## config.mk

```make
export PLATFORM = sky130hd
export DESIGN_NAME = spi_serial_unit
export DESIGN_NICKNAME = d
export VERILOG_FILES = /design/src/common/spi_unit_pkg.sv /design/src/common/shift_if.sv /design/src/rtl/spi_serial_unit.sv /design/src/rtl/pin_sync.sv /design/src/rtl/shift_engine.sv
export VERILOG_INCLUDE_DIRS = /design/src /design/src/common
export SDC_FILE = /design/constraint.sdc
export NUM_CORES = 1
export LEC_CHECK = 0
export ABC_AREA = 0
export BUFFER_PORTS_ARGS = -buffer_cell sky130_fd_sc_hd__clkbuf_2
export CORE_MARGIN = 4
export CORE_UTILIZATION = 45
export DETAILED_ROUTE_END_ITERATION = 16
export GPL_ROUTABILITY_DRIVEN = 1
export GPL_TIMING_DRIVEN = 1
export PLACE_DENSITY = 0.66
export SYNTH_ARGS = -nofsm -noshare
export SYNTH_HDL_FRONTEND = slang
export SYNTH_SLANG_ARGS = --single-unit
```

## constraint.sdc

```tcl
create_clock -name mclk_i -period 3.5 [get_ports mclk_i]
set_clock_uncertainty 0.1 [all_clocks]
set_input_delay 0 -clock mclk_i [delete_from_list [all_inputs] [get_ports mclk_i]]
set_output_delay 0 -clock mclk_i [all_outputs]
set_load 0.01 [all_outputs]
```

## src/common/spi_unit_defs.svh

```systemverilog
`ifndef SPI_UNIT_DEFS_SVH
`define SPI_UNIT_DEFS_SVH

// Register byte offsets
`define REG_CTRL 5'h00
`define REG_FLAGS 5'h04
`define REG_MASK 5'h08
`define REG_TXBUF 5'h0C
`define REG_RXBUF 5'h10
`define REG_STAT 5'h14

// Control word bits
`define CTRL_HOLD 0
`define CTRL_PHASE 1
`define CTRL_POL 2
`define CTRL_MASTER 3
`define CTRL_PINDIR 4
`define CTRL_UNIT_B 5
`define CTRL_EMUL 6
`define CTRL_DIV_LSB 8
`define CTRL_DIV_MSB 15
`define CTRL_RST 16'h0441

// Flag bits, shared by status and mask
`define FLG_RX 0
`define FLG_TX 1
`define FLG_ABORT 2
`define FLG_FAULT 3
`define FLG_RST 4'h0

// Shift and framing counts
`define BIT_FIRST 3'h0
`define BIT_LAST 3'h7
`define BIT_STEP 3'h1
`define TOG_FIRST 4'h0
`define TOG_LAST 4'hF
`define TOG_STEP 4'h1
`define DIV_STEP 8'h01
`define DIV_ZERO 8'h00

// Pin synchroniser reset levels: enable pin idle high, others low
`define PIN_RST 4'h8

`endif

```

## src/common/spi_unit_pkg.sv

```systemverilog
package spi_unit_pkg;

    typedef logic [7:0] byte_t;

    typedef enum logic {
        M_IDLE = 1'b0,
        M_RUN = 1'b1
    } master_state_t;

endpackage

```

## src/common/shift_if.sv

```systemverilog
`timescale 1ns/1ps

interface shift_if;
    import spi_unit_pkg::*;
    logic load;
    logic clear;
    logic lead;
    logic trail;
    logic cpha;
    logic drop_first;
    logic sin;
    byte_t tx_data;
    logic sout;
    byte_t rx_data;
    logic byte_done;
    logic busy;

    modport eng (
        input load, clear, lead, trail, cpha, drop_first, sin, tx_data,
        output sout, rx_data, byte_done, busy
    );
    modport ctl (
        output load, clear, lead, trail, cpha, drop_first, sin, tx_data,
        input sout, rx_data, byte_done, busy
    );
endinterface

```

## src/rtl/spi_serial_unit.sv

```systemverilog
`timescale 1ns/1ps
`include "spi_unit_defs.svh"

// Behaviour
// - Fault arises for a phase-1 slave whose clock is off idle at release.
// - Unit A under fault never receives and drops the first output bit.
// - Unit B under fault receives fine but repeats its first output byte.
// - Master byte written while enable input inactive may go out corrupt.
// - With the enable pin as output, master bytes always go out correctly.
module spi_serial_unit
    import spi_unit_pkg::*;
(
    // Clock and reset
    input wire logic mclk_i,
    input wire logic arst_n_i,
    // Avalon-MM slave
    input wire logic [4:0] address_i,
    input wire logic [3:0] byteenable_i,
    input wire logic read_i,
    input wire logic write_i,
    input wire logic [31:0] writedata_i,
    output logic [31:0] readdata_o,
    output logic waitrequest_o,
    // Serial link pins
    input wire logic sclk_i,
    output logic sclk_o,
    output logic sclk_oe_n_o,
    input wire logic mosi_i,
    output logic mosi_o,
    output logic mosi_oe_n_o,
    input wire logic miso_i,
    output logic miso_o,
    output logic miso_oe_n_o,
    input wire logic enable_pin_i,
    output logic enable_pin_o,
    output logic enable_pin_oe_n_o,
    // Interrupt
    output logic irq_o
);
    shift_if sh ();

    logic [3:0] lvl;
    logic sclk_lvl, mosi_lvl, miso_lvl, ste_lvl;

    // Bus group
    logic wait_r, wait_nxt, irq_r, irq_nxt, tx_full_r, tx_full_nxt;
    logic [31:0] rdata_r, rdata_nxt, rd_val;
    logic [15:0] ctrl_r, ctrl_nxt;
    logic [3:0] flags_r, flags_nxt, mask_r, mask_nxt, flg_set, flg_clr;
    byte_t txbuf_r, txbuf_nxt, rxbuf_r, rxbuf_nxt;
    logic wr_tx;

    // Link group
    master_state_t mstate_r, mstate_nxt;
    logic [7:0] div_r, div_nxt;
    logic [3:0] tog_r, tog_nxt;
    logic sck_r, sck_nxt, hold_prev_r, hold_prev_nxt;
    logic fault_r, fault_nxt, dup_r, dup_nxt, rep_r, rep_nxt;
    logic armed_r, armed_nxt, sclk_prev_r, sclk_prev_nxt;
    logic stale_r, stale_nxt, loaded_r, loaded_nxt;
    byte_t last_r, last_nxt;
    logic mosi_r, mosi_nxt, miso_r, miso_nxt, ste_r, ste_nxt;
    logic sck_oe_n_r, sck_oe_n_nxt, mosi_oe_n_r, mosi_oe_n_nxt;
    logic miso_oe_n_r, miso_oe_n_nxt, ste_oe_n_r, ste_oe_n_nxt;
    logic ev_load, ev_rx, ev_abort, ev_fault;

    // Control fields
    logic hold, cpha, cpol, master, pindir, unit_b, emul, ste_ok, fault_a;
    logic [7:0] div;

    pin_sync u_sync (
        .mclk_i(mclk_i),
        .arst_n_i(arst_n_i),
        .pin_i({enable_pin_i, miso_i, mosi_i, sclk_i}),
        .level_o(lvl)
    );

    shift_engine u_eng (
        .mclk_i(mclk_i),
        .arst_n_i(arst_n_i),
        .sh(sh.eng)
    );

    // Field decode and synchronised pin levels
    always_comb begin
        {ste_lvl, miso_lvl, mosi_lvl, sclk_lvl} = lvl;
        hold = ctrl_r[`CTRL_HOLD];
        cpha = ctrl_r[`CTRL_PHASE];
        cpol = ctrl_r[`CTRL_POL];
        master = ctrl_r[`CTRL_MASTER];
        pindir = ctrl_r[`CTRL_PINDIR];
        unit_b = ctrl_r[`CTRL_UNIT_B];
        emul = ctrl_r[`CTRL_EMUL];
        div = ctrl_r[`CTRL_DIV_MSB:`CTRL_DIV_LSB];
        // Input mode lets a low enable pin grant the bus to this master
        ste_ok = pindir | ~ste_lvl;
        fault_a = fault_r & ~unit_b;
        wr_tx = write_i && !wait_r && address_i == `REG_TXBUF
            && byteenable_i[0];
    end

    // Read mux; unmapped offsets read as zero
    always_comb begin
        rd_val = 32'h0000_0000;
        unique case (address_i)
            `REG_CTRL: rd_val = {16'h0000, ctrl_r};
            `REG_FLAGS: rd_val = {28'h000_0000, flags_r};
            `REG_MASK: rd_val = {28'h000_0000, mask_r};
            `REG_TXBUF: rd_val = {24'h00_0000, txbuf_r};
            `REG_RXBUF: rd_val = {24'h00_0000, rxbuf_r};
            `REG_STAT: rd_val = {24'h00_0000, tx_full_r, mstate_r,
                sh.busy, armed_r, fault_r, ste_lvl, sclk_lvl, stale_r};
            default: rd_val = 32'h0000_0000;
        endcase
    end

    // Bus slave: one wait cycle, then the access lands as waitrequest drops
    always_comb begin
        wait_nxt = wait_r;
        rdata_nxt = rdata_r;
        ctrl_nxt = ctrl_r;
        mask_nxt = mask_r;
        txbuf_nxt = txbuf_r;
        rxbuf_nxt = rxbuf_r;
        tx_full_nxt = tx_full_r & ~ev_load;
        flg_clr = 4'h0;
        flg_set = 4'h0;
        flg_set[`FLG_RX] = ev_rx;
        flg_set[`FLG_TX] = ev_load;
        flg_set[`FLG_ABORT] = ev_abort;
        flg_set[`FLG_FAULT] = ev_fault;
        if (wait_r) begin
            if (read_i || write_i) begin
                wait_nxt = 1'b0;
                rdata_nxt = read_i ? rd_val : 32'h0000_0000;
            end
        end else begin
            wait_nxt = 1'b1;
            if (write_i) begin
                unique case (address_i)
                    `REG_CTRL: begin
                        if (byteenable_i[0]) begin
                            ctrl_nxt[7:0] = writedata_i[7:0];
                        end
                        if (byteenable_i[1]) begin
                            ctrl_nxt[15:8] = writedata_i[15:8];
                        end
                    end
                    `REG_FLAGS: begin
                        if (byteenable_i[0]) begin
                            flg_clr = writedata_i[3:0];
                        end
                    end
                    `REG_MASK: begin
                        if (byteenable_i[0]) begin
                            mask_nxt = writedata_i[3:0];
                        end
                    end
                    `REG_TXBUF: begin
                        if (byteenable_i[0]) begin
                            txbuf_nxt = writedata_i[7:0];
                            tx_full_nxt = 1'b1;
                        end
                    end
                    default: begin
                    end
                endcase
            end
        end
        // A received byte replaces the buffer; under unit A fault none comes
        if (ev_rx) begin
            rxbuf_nxt = sh.rx_data;
        end
        // Set beats clear when both land in one cycle
        flags_nxt = (flags_r & ~flg_clr) | flg_set;
        irq_nxt = |(flags_r & mask_r);
    end

    always_ff @(posedge mclk_i or negedge arst_n_i) begin
        if (!arst_n_i) begin
            wait_r <= 1'b1;
            rdata_r <= 32'h0000_0000;
            ctrl_r <= `CTRL_RST;
            flags_r <= `FLG_RST;
            mask_r <= `FLG_RST;
            txbuf_r <= 8'h00;
            rxbuf_r <= 8'h00;
            tx_full_r <= 1'b0;
            irq_r <= 1'b0;
        end else begin
            wait_r <= wait_nxt;
            rdata_r <= rdata_nxt;
            ctrl_r <= ctrl_nxt;
            flags_r <= flags_nxt;
            mask_r <= mask_nxt;
            txbuf_r <= txbuf_nxt;
            rxbuf_r <= rxbuf_nxt;
            tx_full_r <= tx_full_nxt;
            irq_r <= irq_nxt;
        end
    end

    // Link side: master framing, slave edge finding and the fault model
    always_comb begin
        mstate_nxt = mstate_r;
        div_nxt = div_r;
        tog_nxt = tog_r;
        sck_nxt = sck_r;
        hold_prev_nxt = hold;
        fault_nxt = fault_r;
        dup_nxt = dup_r;
        rep_nxt = rep_r;
        armed_nxt = armed_r;
        sclk_prev_nxt = sclk_lvl;
        stale_nxt = stale_r;
        loaded_nxt = loaded_r & ~sh.byte_done;
        last_nxt = last_r;
        ev_load = 1'b0;
        ev_abort = 1'b0;
        ev_fault = 1'b0;
        sh.load = 1'b0;
        sh.clear = 1'b0;
        sh.lead = 1'b0;
        sh.trail = 1'b0;
        sh.cpha = cpha;
        sh.sin = master ? miso_lvl : mosi_lvl;
        sh.tx_data = rep_r ? last_r : txbuf_r;
        // Unit A fault loses the first bit; so may a blocked-time write
        sh.drop_first = master ? (stale_r & emul) : fault_a;
        ev_rx = sh.byte_done & ~fault_a;
        if (hold) begin
            sh.clear = 1'b1;
            mstate_nxt = M_IDLE;
            sck_nxt = cpol;
            fault_nxt = 1'b0;
            dup_nxt = 1'b0;
            rep_nxt = 1'b0;
            armed_nxt = 1'b0;
            stale_nxt = 1'b0;
            loaded_nxt = 1'b0;
        end else if (master) begin
            // Only meaningful when the pin is an input gating this master
            if (wr_tx && !pindir && ste_lvl) begin
                stale_nxt = 1'b1;
            end
            unique case (mstate_r)
                M_IDLE: begin
                    sck_nxt = cpol;
                    if (tx_full_r && ste_ok) begin
                        sh.load = 1'b1;
                        ev_load = 1'b1;
                        mstate_nxt = M_RUN;
                        div_nxt = `DIV_ZERO;
                        tog_nxt = `TOG_FIRST;
                    end
                end
                M_RUN: begin
                    if (!ste_ok) begin
                        // Byte is lost; software must write it again
                        sh.clear = 1'b1;
                        ev_abort = 1'b1;
                        mstate_nxt = M_IDLE;
                        sck_nxt = cpol;
                        stale_nxt = 1'b0;
                    end else if (div_r == div) begin
                        div_nxt = `DIV_ZERO;
                        sck_nxt = ~sck_r;
                        sh.lead = (sck_r == cpol);
                        sh.trail = (sck_r != cpol);
                        tog_nxt = tog_r + `TOG_STEP;
                        if (tog_r == `TOG_LAST) begin
                            mstate_nxt = M_IDLE;
                            stale_nxt = 1'b0;
                        end
                    end else begin
                        div_nxt = div_r + `DIV_STEP;
                    end
                end
                default: begin
                    mstate_nxt = M_IDLE;
                end
            endcase
        end else begin
            // First cycle after release: judge the clock level seen then
            if (hold_prev_r) begin
                fault_nxt = emul && cpha && (sclk_lvl != cpol);
                dup_nxt = fault_nxt & unit_b;
                ev_fault = fault_nxt;
            end
            // Edges count only after the clock was seen idle once or a fault was flagged
            armed_nxt = armed_r | (sclk_lvl == cpol) | fault_r;
            if (ste_lvl) begin
                sh.clear = 1'b1;
                loaded_nxt = loaded_r & ~sh.busy; // Whole preload kept
            end else if (armed_r && sclk_lvl != sclk_prev_r) begin
                sh.lead = (sclk_lvl != cpol);
                sh.trail = (sclk_lvl == cpol);
            end else if (!loaded_r && !sh.busy && (tx_full_r || rep_r)) begin
                sh.load = 1'b1;
                loaded_nxt = 1'b1;
                rep_nxt = 1'b0;
                ev_load = ~rep_r;
            end
            // Unit B fault sends its first byte a second time
            if (sh.byte_done && dup_r) begin
                dup_nxt = 1'b0;
                rep_nxt = 1'b1;
            end
        end
        if (sh.load) begin
            last_nxt = sh.tx_data;
        end
        // Pin drivers, all registered
        mosi_nxt = sh.sout;
        miso_nxt = sh.sout;
        ste_nxt = (mstate_r != M_RUN);
        sck_oe_n_nxt = ~master;
        mosi_oe_n_nxt = ~master;
        miso_oe_n_nxt = master | hold | ste_lvl;
        ste_oe_n_nxt = ~(master & pindir);
    end

    always_ff @(posedge mclk_i or negedge arst_n_i) begin
        if (!arst_n_i) begin
            mstate_r <= M_IDLE;
            div_r <= `DIV_ZERO;
            tog_r <= `TOG_FIRST;
            sck_r <= 1'b0;
            hold_prev_r <= 1'b1;
            fault_r <= 1'b0;
            dup_r <= 1'b0;
            rep_r <= 1'b0;
            armed_r <= 1'b0;
            sclk_prev_r <= 1'b0;
            stale_r <= 1'b0;
            loaded_r <= 1'b0;
            last_r <= 8'h00;
            mosi_r <= 1'b0;
            miso_r <= 1'b0;
            ste_r <= 1'b1;
            sck_oe_n_r <= 1'b1;
            mosi_oe_n_r <= 1'b1;
            miso_oe_n_r <= 1'b1;
            ste_oe_n_r <= 1'b1;
        end else begin
            mstate_r <= mstate_nxt;
            div_r <= div_nxt;
            tog_r <= tog_nxt;
            sck_r <= sck_nxt;
            hold_prev_r <= hold_prev_nxt;
            fault_r <= fault_nxt;
            dup_r <= dup_nxt;
            rep_r <= rep_nxt;
            armed_r <= armed_nxt;
            sclk_prev_r <= sclk_prev_nxt;
            stale_r <= stale_nxt;
            loaded_r <= loaded_nxt;
            last_r <= last_nxt;
            mosi_r <= mosi_nxt;
            miso_r <= miso_nxt;
            ste_r <= ste_nxt;
            sck_oe_n_r <= sck_oe_n_nxt;
            mosi_oe_n_r <= mosi_oe_n_nxt;
            miso_oe_n_r <= miso_oe_n_nxt;
            ste_oe_n_r <= ste_oe_n_nxt;
        end
    end

    assign readdata_o = rdata_r;
    assign waitrequest_o = wait_r;
    assign irq_o = irq_r;
    assign sclk_o = sck_r;
    assign sclk_oe_n_o = sck_oe_n_r;
    assign mosi_o = mosi_r;
    assign mosi_oe_n_o = mosi_oe_n_r;
    assign miso_o = miso_r;
    assign miso_oe_n_o = miso_oe_n_r;
    assign enable_pin_o = ste_r;
    assign enable_pin_oe_n_o = ste_oe_n_r;
endmodule

```

## src/rtl/pin_sync.sv

```systemverilog
`timescale 1ns/1ps
`include "spi_unit_defs.svh"

module pin_sync
    import spi_unit_pkg::*;
(
    // Clock and reset
    input wire logic mclk_i,
    input wire logic arst_n_i,
    // Raw pins and filtered levels
    input wire logic [3:0] pin_i,
    output logic [3:0] level_o
);
    logic [3:0] s1_r, s2_r, s3_r, lvl_r;
    logic [3:0] lvl_nxt;

    // A level counts only once the second and third stages agree
    genvar g;
    generate
        for (g = 0; g < 4; g = g + 1) begin : g_bit
            always_comb begin
                lvl_nxt[g] = (s2_r[g] == s3_r[g]) ? s3_r[g] : lvl_r[g];
            end
        end
    endgenerate

    // Three stages; the first feeds only the second
    always_ff @(posedge mclk_i or negedge arst_n_i) begin
        if (!arst_n_i) begin
            s1_r <= `PIN_RST;
            s2_r <= `PIN_RST;
            s3_r <= `PIN_RST;
            lvl_r <= `PIN_RST;
        end else begin
            s1_r <= pin_i;
            s2_r <= s1_r;
            s3_r <= s2_r;
            lvl_r <= lvl_nxt;
        end
    end

    assign level_o = lvl_r;
endmodule

```

## src/rtl/shift_engine.sv

```systemverilog
`timescale 1ns/1ps
`include "spi_unit_defs.svh"

module shift_engine
    import spi_unit_pkg::*;
(
    // Clock and reset
    input wire logic mclk_i,
    input wire logic arst_n_i,
    // Control side
    shift_if.eng sh
);
    byte_t sh_r, sh_nxt, rx_r, rx_nxt;
    logic [2:0] cnt_r, cnt_nxt;
    logic done_r, done_nxt;
    logic shift_edge, cap_edge;

    // Phase 1 shifts on the leading edge, phase 0 on the trailing one
    always_comb begin
        shift_edge = sh.cpha ? sh.lead : sh.trail;
        cap_edge = sh.cpha ? sh.trail : sh.lead;
        sh_nxt = sh_r;
        rx_nxt = rx_r;
        cnt_nxt = cnt_r;
        done_nxt = 1'b0;
        if (sh.clear) begin
            cnt_nxt = `BIT_FIRST;
        end else if (sh.load) begin
            // A dropped first bit leaves the byte one place early
            sh_nxt = sh.drop_first ? {sh.tx_data[6:0], 1'b0} : sh.tx_data;
            cnt_nxt = `BIT_FIRST;
        end else begin
            // No shift before the first capture: bit 7 is already out
            if (shift_edge && cnt_r != `BIT_FIRST) begin
                sh_nxt = {sh_r[6:0], 1'b0};
            end
            if (cap_edge) begin
                rx_nxt = {rx_r[6:0], sh.sin};
                cnt_nxt = cnt_r + `BIT_STEP;
                done_nxt = (cnt_r == `BIT_LAST);
            end
        end
    end

    always_ff @(posedge mclk_i or negedge arst_n_i) begin
        if (!arst_n_i) begin
            sh_r <= 8'h00;
            rx_r <= 8'h00;
            cnt_r <= `BIT_FIRST;
            done_r <= 1'b0;
        end else begin
            sh_r <= sh_nxt;
            rx_r <= rx_nxt;
            cnt_r <= cnt_nxt;
            done_r <= done_nxt;
        end
    end

    assign sh.sout = sh_r[7];
    assign sh.rx_data = rx_r;
    assign sh.byte_done = done_r;
    assign sh.busy = (cnt_r != `BIT_FIRST);
endmodule

```

==> metrics.txt <==
clock-pin slew on the worst setup and hold paths 0.06 ns; TritonRoute pass-1 iters 5; Reg2Reg Launch Point ctrl_r[3]; WHS 0.1153 ns; CTS tree done; Synth Area in Simple Gates 0.1104; Wirelength per Cell 17.40 um; Longest Clk Path Bufs 2; Cells after Synth 496; die width 122.6 um; hold wc startpoint byteenable_i[1]; Hold Path Stages 3; CTS root buf clkbuf_16; clock sinks 130; mux cell area share after synthesis 0.1197; Antenna diodes 0; Post-Route WL 13310 um; power per cell area 560.5 nW/um2; Final Hold Vio Count 0; Post-DP HPWL 9274 um; final antenna-violating net count 0; vias per inst 5.452; DRT iter0 DRCs 275; crit-path max FO 18; synthesized area 5906 um2; Max-cap violations 0; Worst Path Required 3.70 ns; Startpoint Class flip-flop; Seq/Total Area, Yosys 0.5536; Post-Synth Adder-Cell Area 0.01737; I/O pin cnt 91; Synth Area in Compound Gates 0.1225; Slew @ Worst Pin 1.046 ns; final setup vio count 0; Pleak 3.385 nW; final period utilization 0.7467; Non-Filler Instances 765; average cell area after synthesis 11.91 um2; All-Layer GR Usage 0.1943; post-route minimum period 2.613 ns; R2R setup slack 0.89 ns; RSZ-0062 raised after global routing no; Slew headroom 0.3024; row count 41; status complete, no violations; dpl cells 707; main combinational cell family by area after synthesis compound AO/OA/AOI/OAI gates; setup ws final 0.8867 ns; Final TNS setup 0 ns; Syn-to-layout area delta 20.06%; first-pass GRT wire length 22400 um; min-delay worst type in -> reg; drt drc 0; library cells used by synthesis 58; Worst VDD drop 0.3930 mV; die area 15020 um2; initial antenna violation count 0; Async SR Flop Fraction 1.000; xor/xnor share of the synthesized area 0.03093; Hold Path Sink ctrl_r[13]; Num CTS Buffers 17; via count 4171; total power 3.975 mW; worst setup path class reg -> reg; fraction of layout cells with a size suffix above 1 0.2884; FMAX 382.7 MHz; YS warnings 0; setup slack at placement 0.8977 ns; clk_lat worst skew 0.42 ns; Core Box Area 12720 um2; R2R Path End u_eng.sh.rx_data[6]; Worst EP arrival 2.81 ns; Die Y 122.6 um; EDFF count, synth 0; number of global-route vias before repair 4299; critical path capture point type flip-flop; Final nets 634; H-tree Lvls 4; Starting Density 0.4642; Pins Over Slew Limit 0; #FFs+latches synth 130; worst reg-to-reg path cell count 6; Filler cells 1078; gpl congestion 0.8597; PortBufs 56; Synth Flop Type dfrtp_1; gr ovfl total 0; post_cts resized 0; largest net degree at the start of global routing 81
-- layout by cell type (no fill, tap or decap), drive strengths merged, types with 13 or more instances in the layout --
| cell type | n |
|---|---|
| dfrtp | 117 |
| clkbuf | 72 |
| mux2 | 49 |
| nand2 | 41 |
| nor2 | 33 |
| dlygate4sd3 | 26 |
| a21oi | 23 |
| o21ai | 23 |
| conb | 16 |
| xor2 | 16 |
| dfstp | 13 |
| inv | 13 |
-- timing repair --
action / CTS / global route
hold buffers: 26 / 0
buffers inserted: 0 / 0
hold endpoints to repair: 115 / 0
-- metrics by stage --
stage | instance area [um2] | utilization
after floorplan | 5962 | -
after global placement | 6270 | 0.4928
after detailed placement | 6270 | 0.4928
after CTS | 7091 | 0.5573
after global routing | 7091 | 0.5573
final | 7091 | 0.5573
-- kinds of logic after synthesis --
family | Yosys count
muxes | 57
buffers and inverters | 47
adders and majority gates | 9
and+or+nand+nor | 130
xor gates and xnor gates | 20
other | 1
AOI/OAI and AO/OA | 102
DFF | 130
-- cell usage after synthesis, types with 3 or more instances --
cell type | number | area share
nand4_1 | 7 | 0.0074
o21ai_0 | 21 | 0.018
a21o_1 | 11 | 0.014
maj3_1 | 4 | 0.0068
o211ai_1 | 3 | 0.0038
xor2_1 | 15 | 0.022
inv_1 | 10 | 0.0064
and3_1 | 6 | 0.0064
mux2_1 | 4 | 0.0076
nor4_2 | 3 | 0.0064
a22o_1 | 10 | 0.015
nor3_1 | 5 | 0.0042
nor2b_1 | 6 | 0.0064
o21a_1 | 7 | 0.0089
mux4_2 | 6 | 0.023
xnor2_1 | 4 | 0.0059
nand2_1 | 41 | 0.026
dfstp_2 | 13 | 0.058
ha_1 | 5 | 0.011
clkbuf_1 | 13 | 0.0083
a21oi_1 | 22 | 0.019
nand3_1 | 10 | 0.0085
nor2_1 | 33 | 0.021
dfrtp_1 | 117 | 0.50
buf_4 | 19 | 0.024
a222oi_1 | 12 | 0.020
mux2_2 | 45 | 0.086
nand2b_1 | 4 | 0.0042
-- routing by layer --
layer / vias up / track usage / routed length (um)
li1: 1936 / - / -
met1: 2112 / 0.2518 / 5955
met2: 111 / 0.3226 / 6752
met3: 12 / 0.04654 / 482
met4: 0 / 0.06438 / 119
met5: - / 0 / 0
-- area by class of cell --
type | instances | area (um2) | share of cell area
multi-input combinational | 334 | 2427 | 0.3423
timing repair buffer | 87 | 580.6 | 0.08188
tap | 172 | 215.2 | 0.03035
inverter | 10 | 37.54 | 0.005294
clock buffer | 17 | 425.4 | 0.06000
clock inverter | 15 | 135.1 | 0.01906
sequential | 130 | 3269 | 0.4611
-- power breakdown --
group	internal [mW]	switching [mW]	total, mW
Combinational	0.219	0.260	0.479
Clock	0.979	0.688	1.67
Sequential	1.68	0.148	1.83
-- flip-flops by register name (all words and copies together) (netlist names), 8 cells and up --
signal and count:
ctrl_r 16, readdata_o 16, div_r 8, last_r 8, rxbuf_r 8, txbuf_r 8, u_eng.sh.rx_data 8, u_eng.sh_r 8
-- critical path, cell delays in order, from the launching register on --
cell     delay, ns
dfrtp_1       0.64
or4b_1        0.63
nor3_2        0.14
nor2_1        0.07
a32oi_2       0.30
buf_4         0.26
mux2_1        0.34
-- worst max path at each step --
| stage | cells after the start | endpoint | from |
|---|---|---|---|
| 2_1_floorplan | 7 | u_eng.sh.rx_data[4] | ctrl_r[3] |
| 3_3_place_gp | 6 | u_eng.sh.rx_data[3] | ctrl_r[3] |
| 3_5_place_dp | 6 | u_eng.sh.rx_data[6] | ctrl_r[3] |
| 4_1_cts | 6 | u_eng.sh.rx_data[6] | ctrl_r[3] |
| 5_1_grt | 6 | u_eng.sh.rx_data[7] | ctrl_r[3] |
| 6_report | 6 | u_eng.sh.rx_data[6] | ctrl_r[3] |
(Power assumes the default switching activity.)
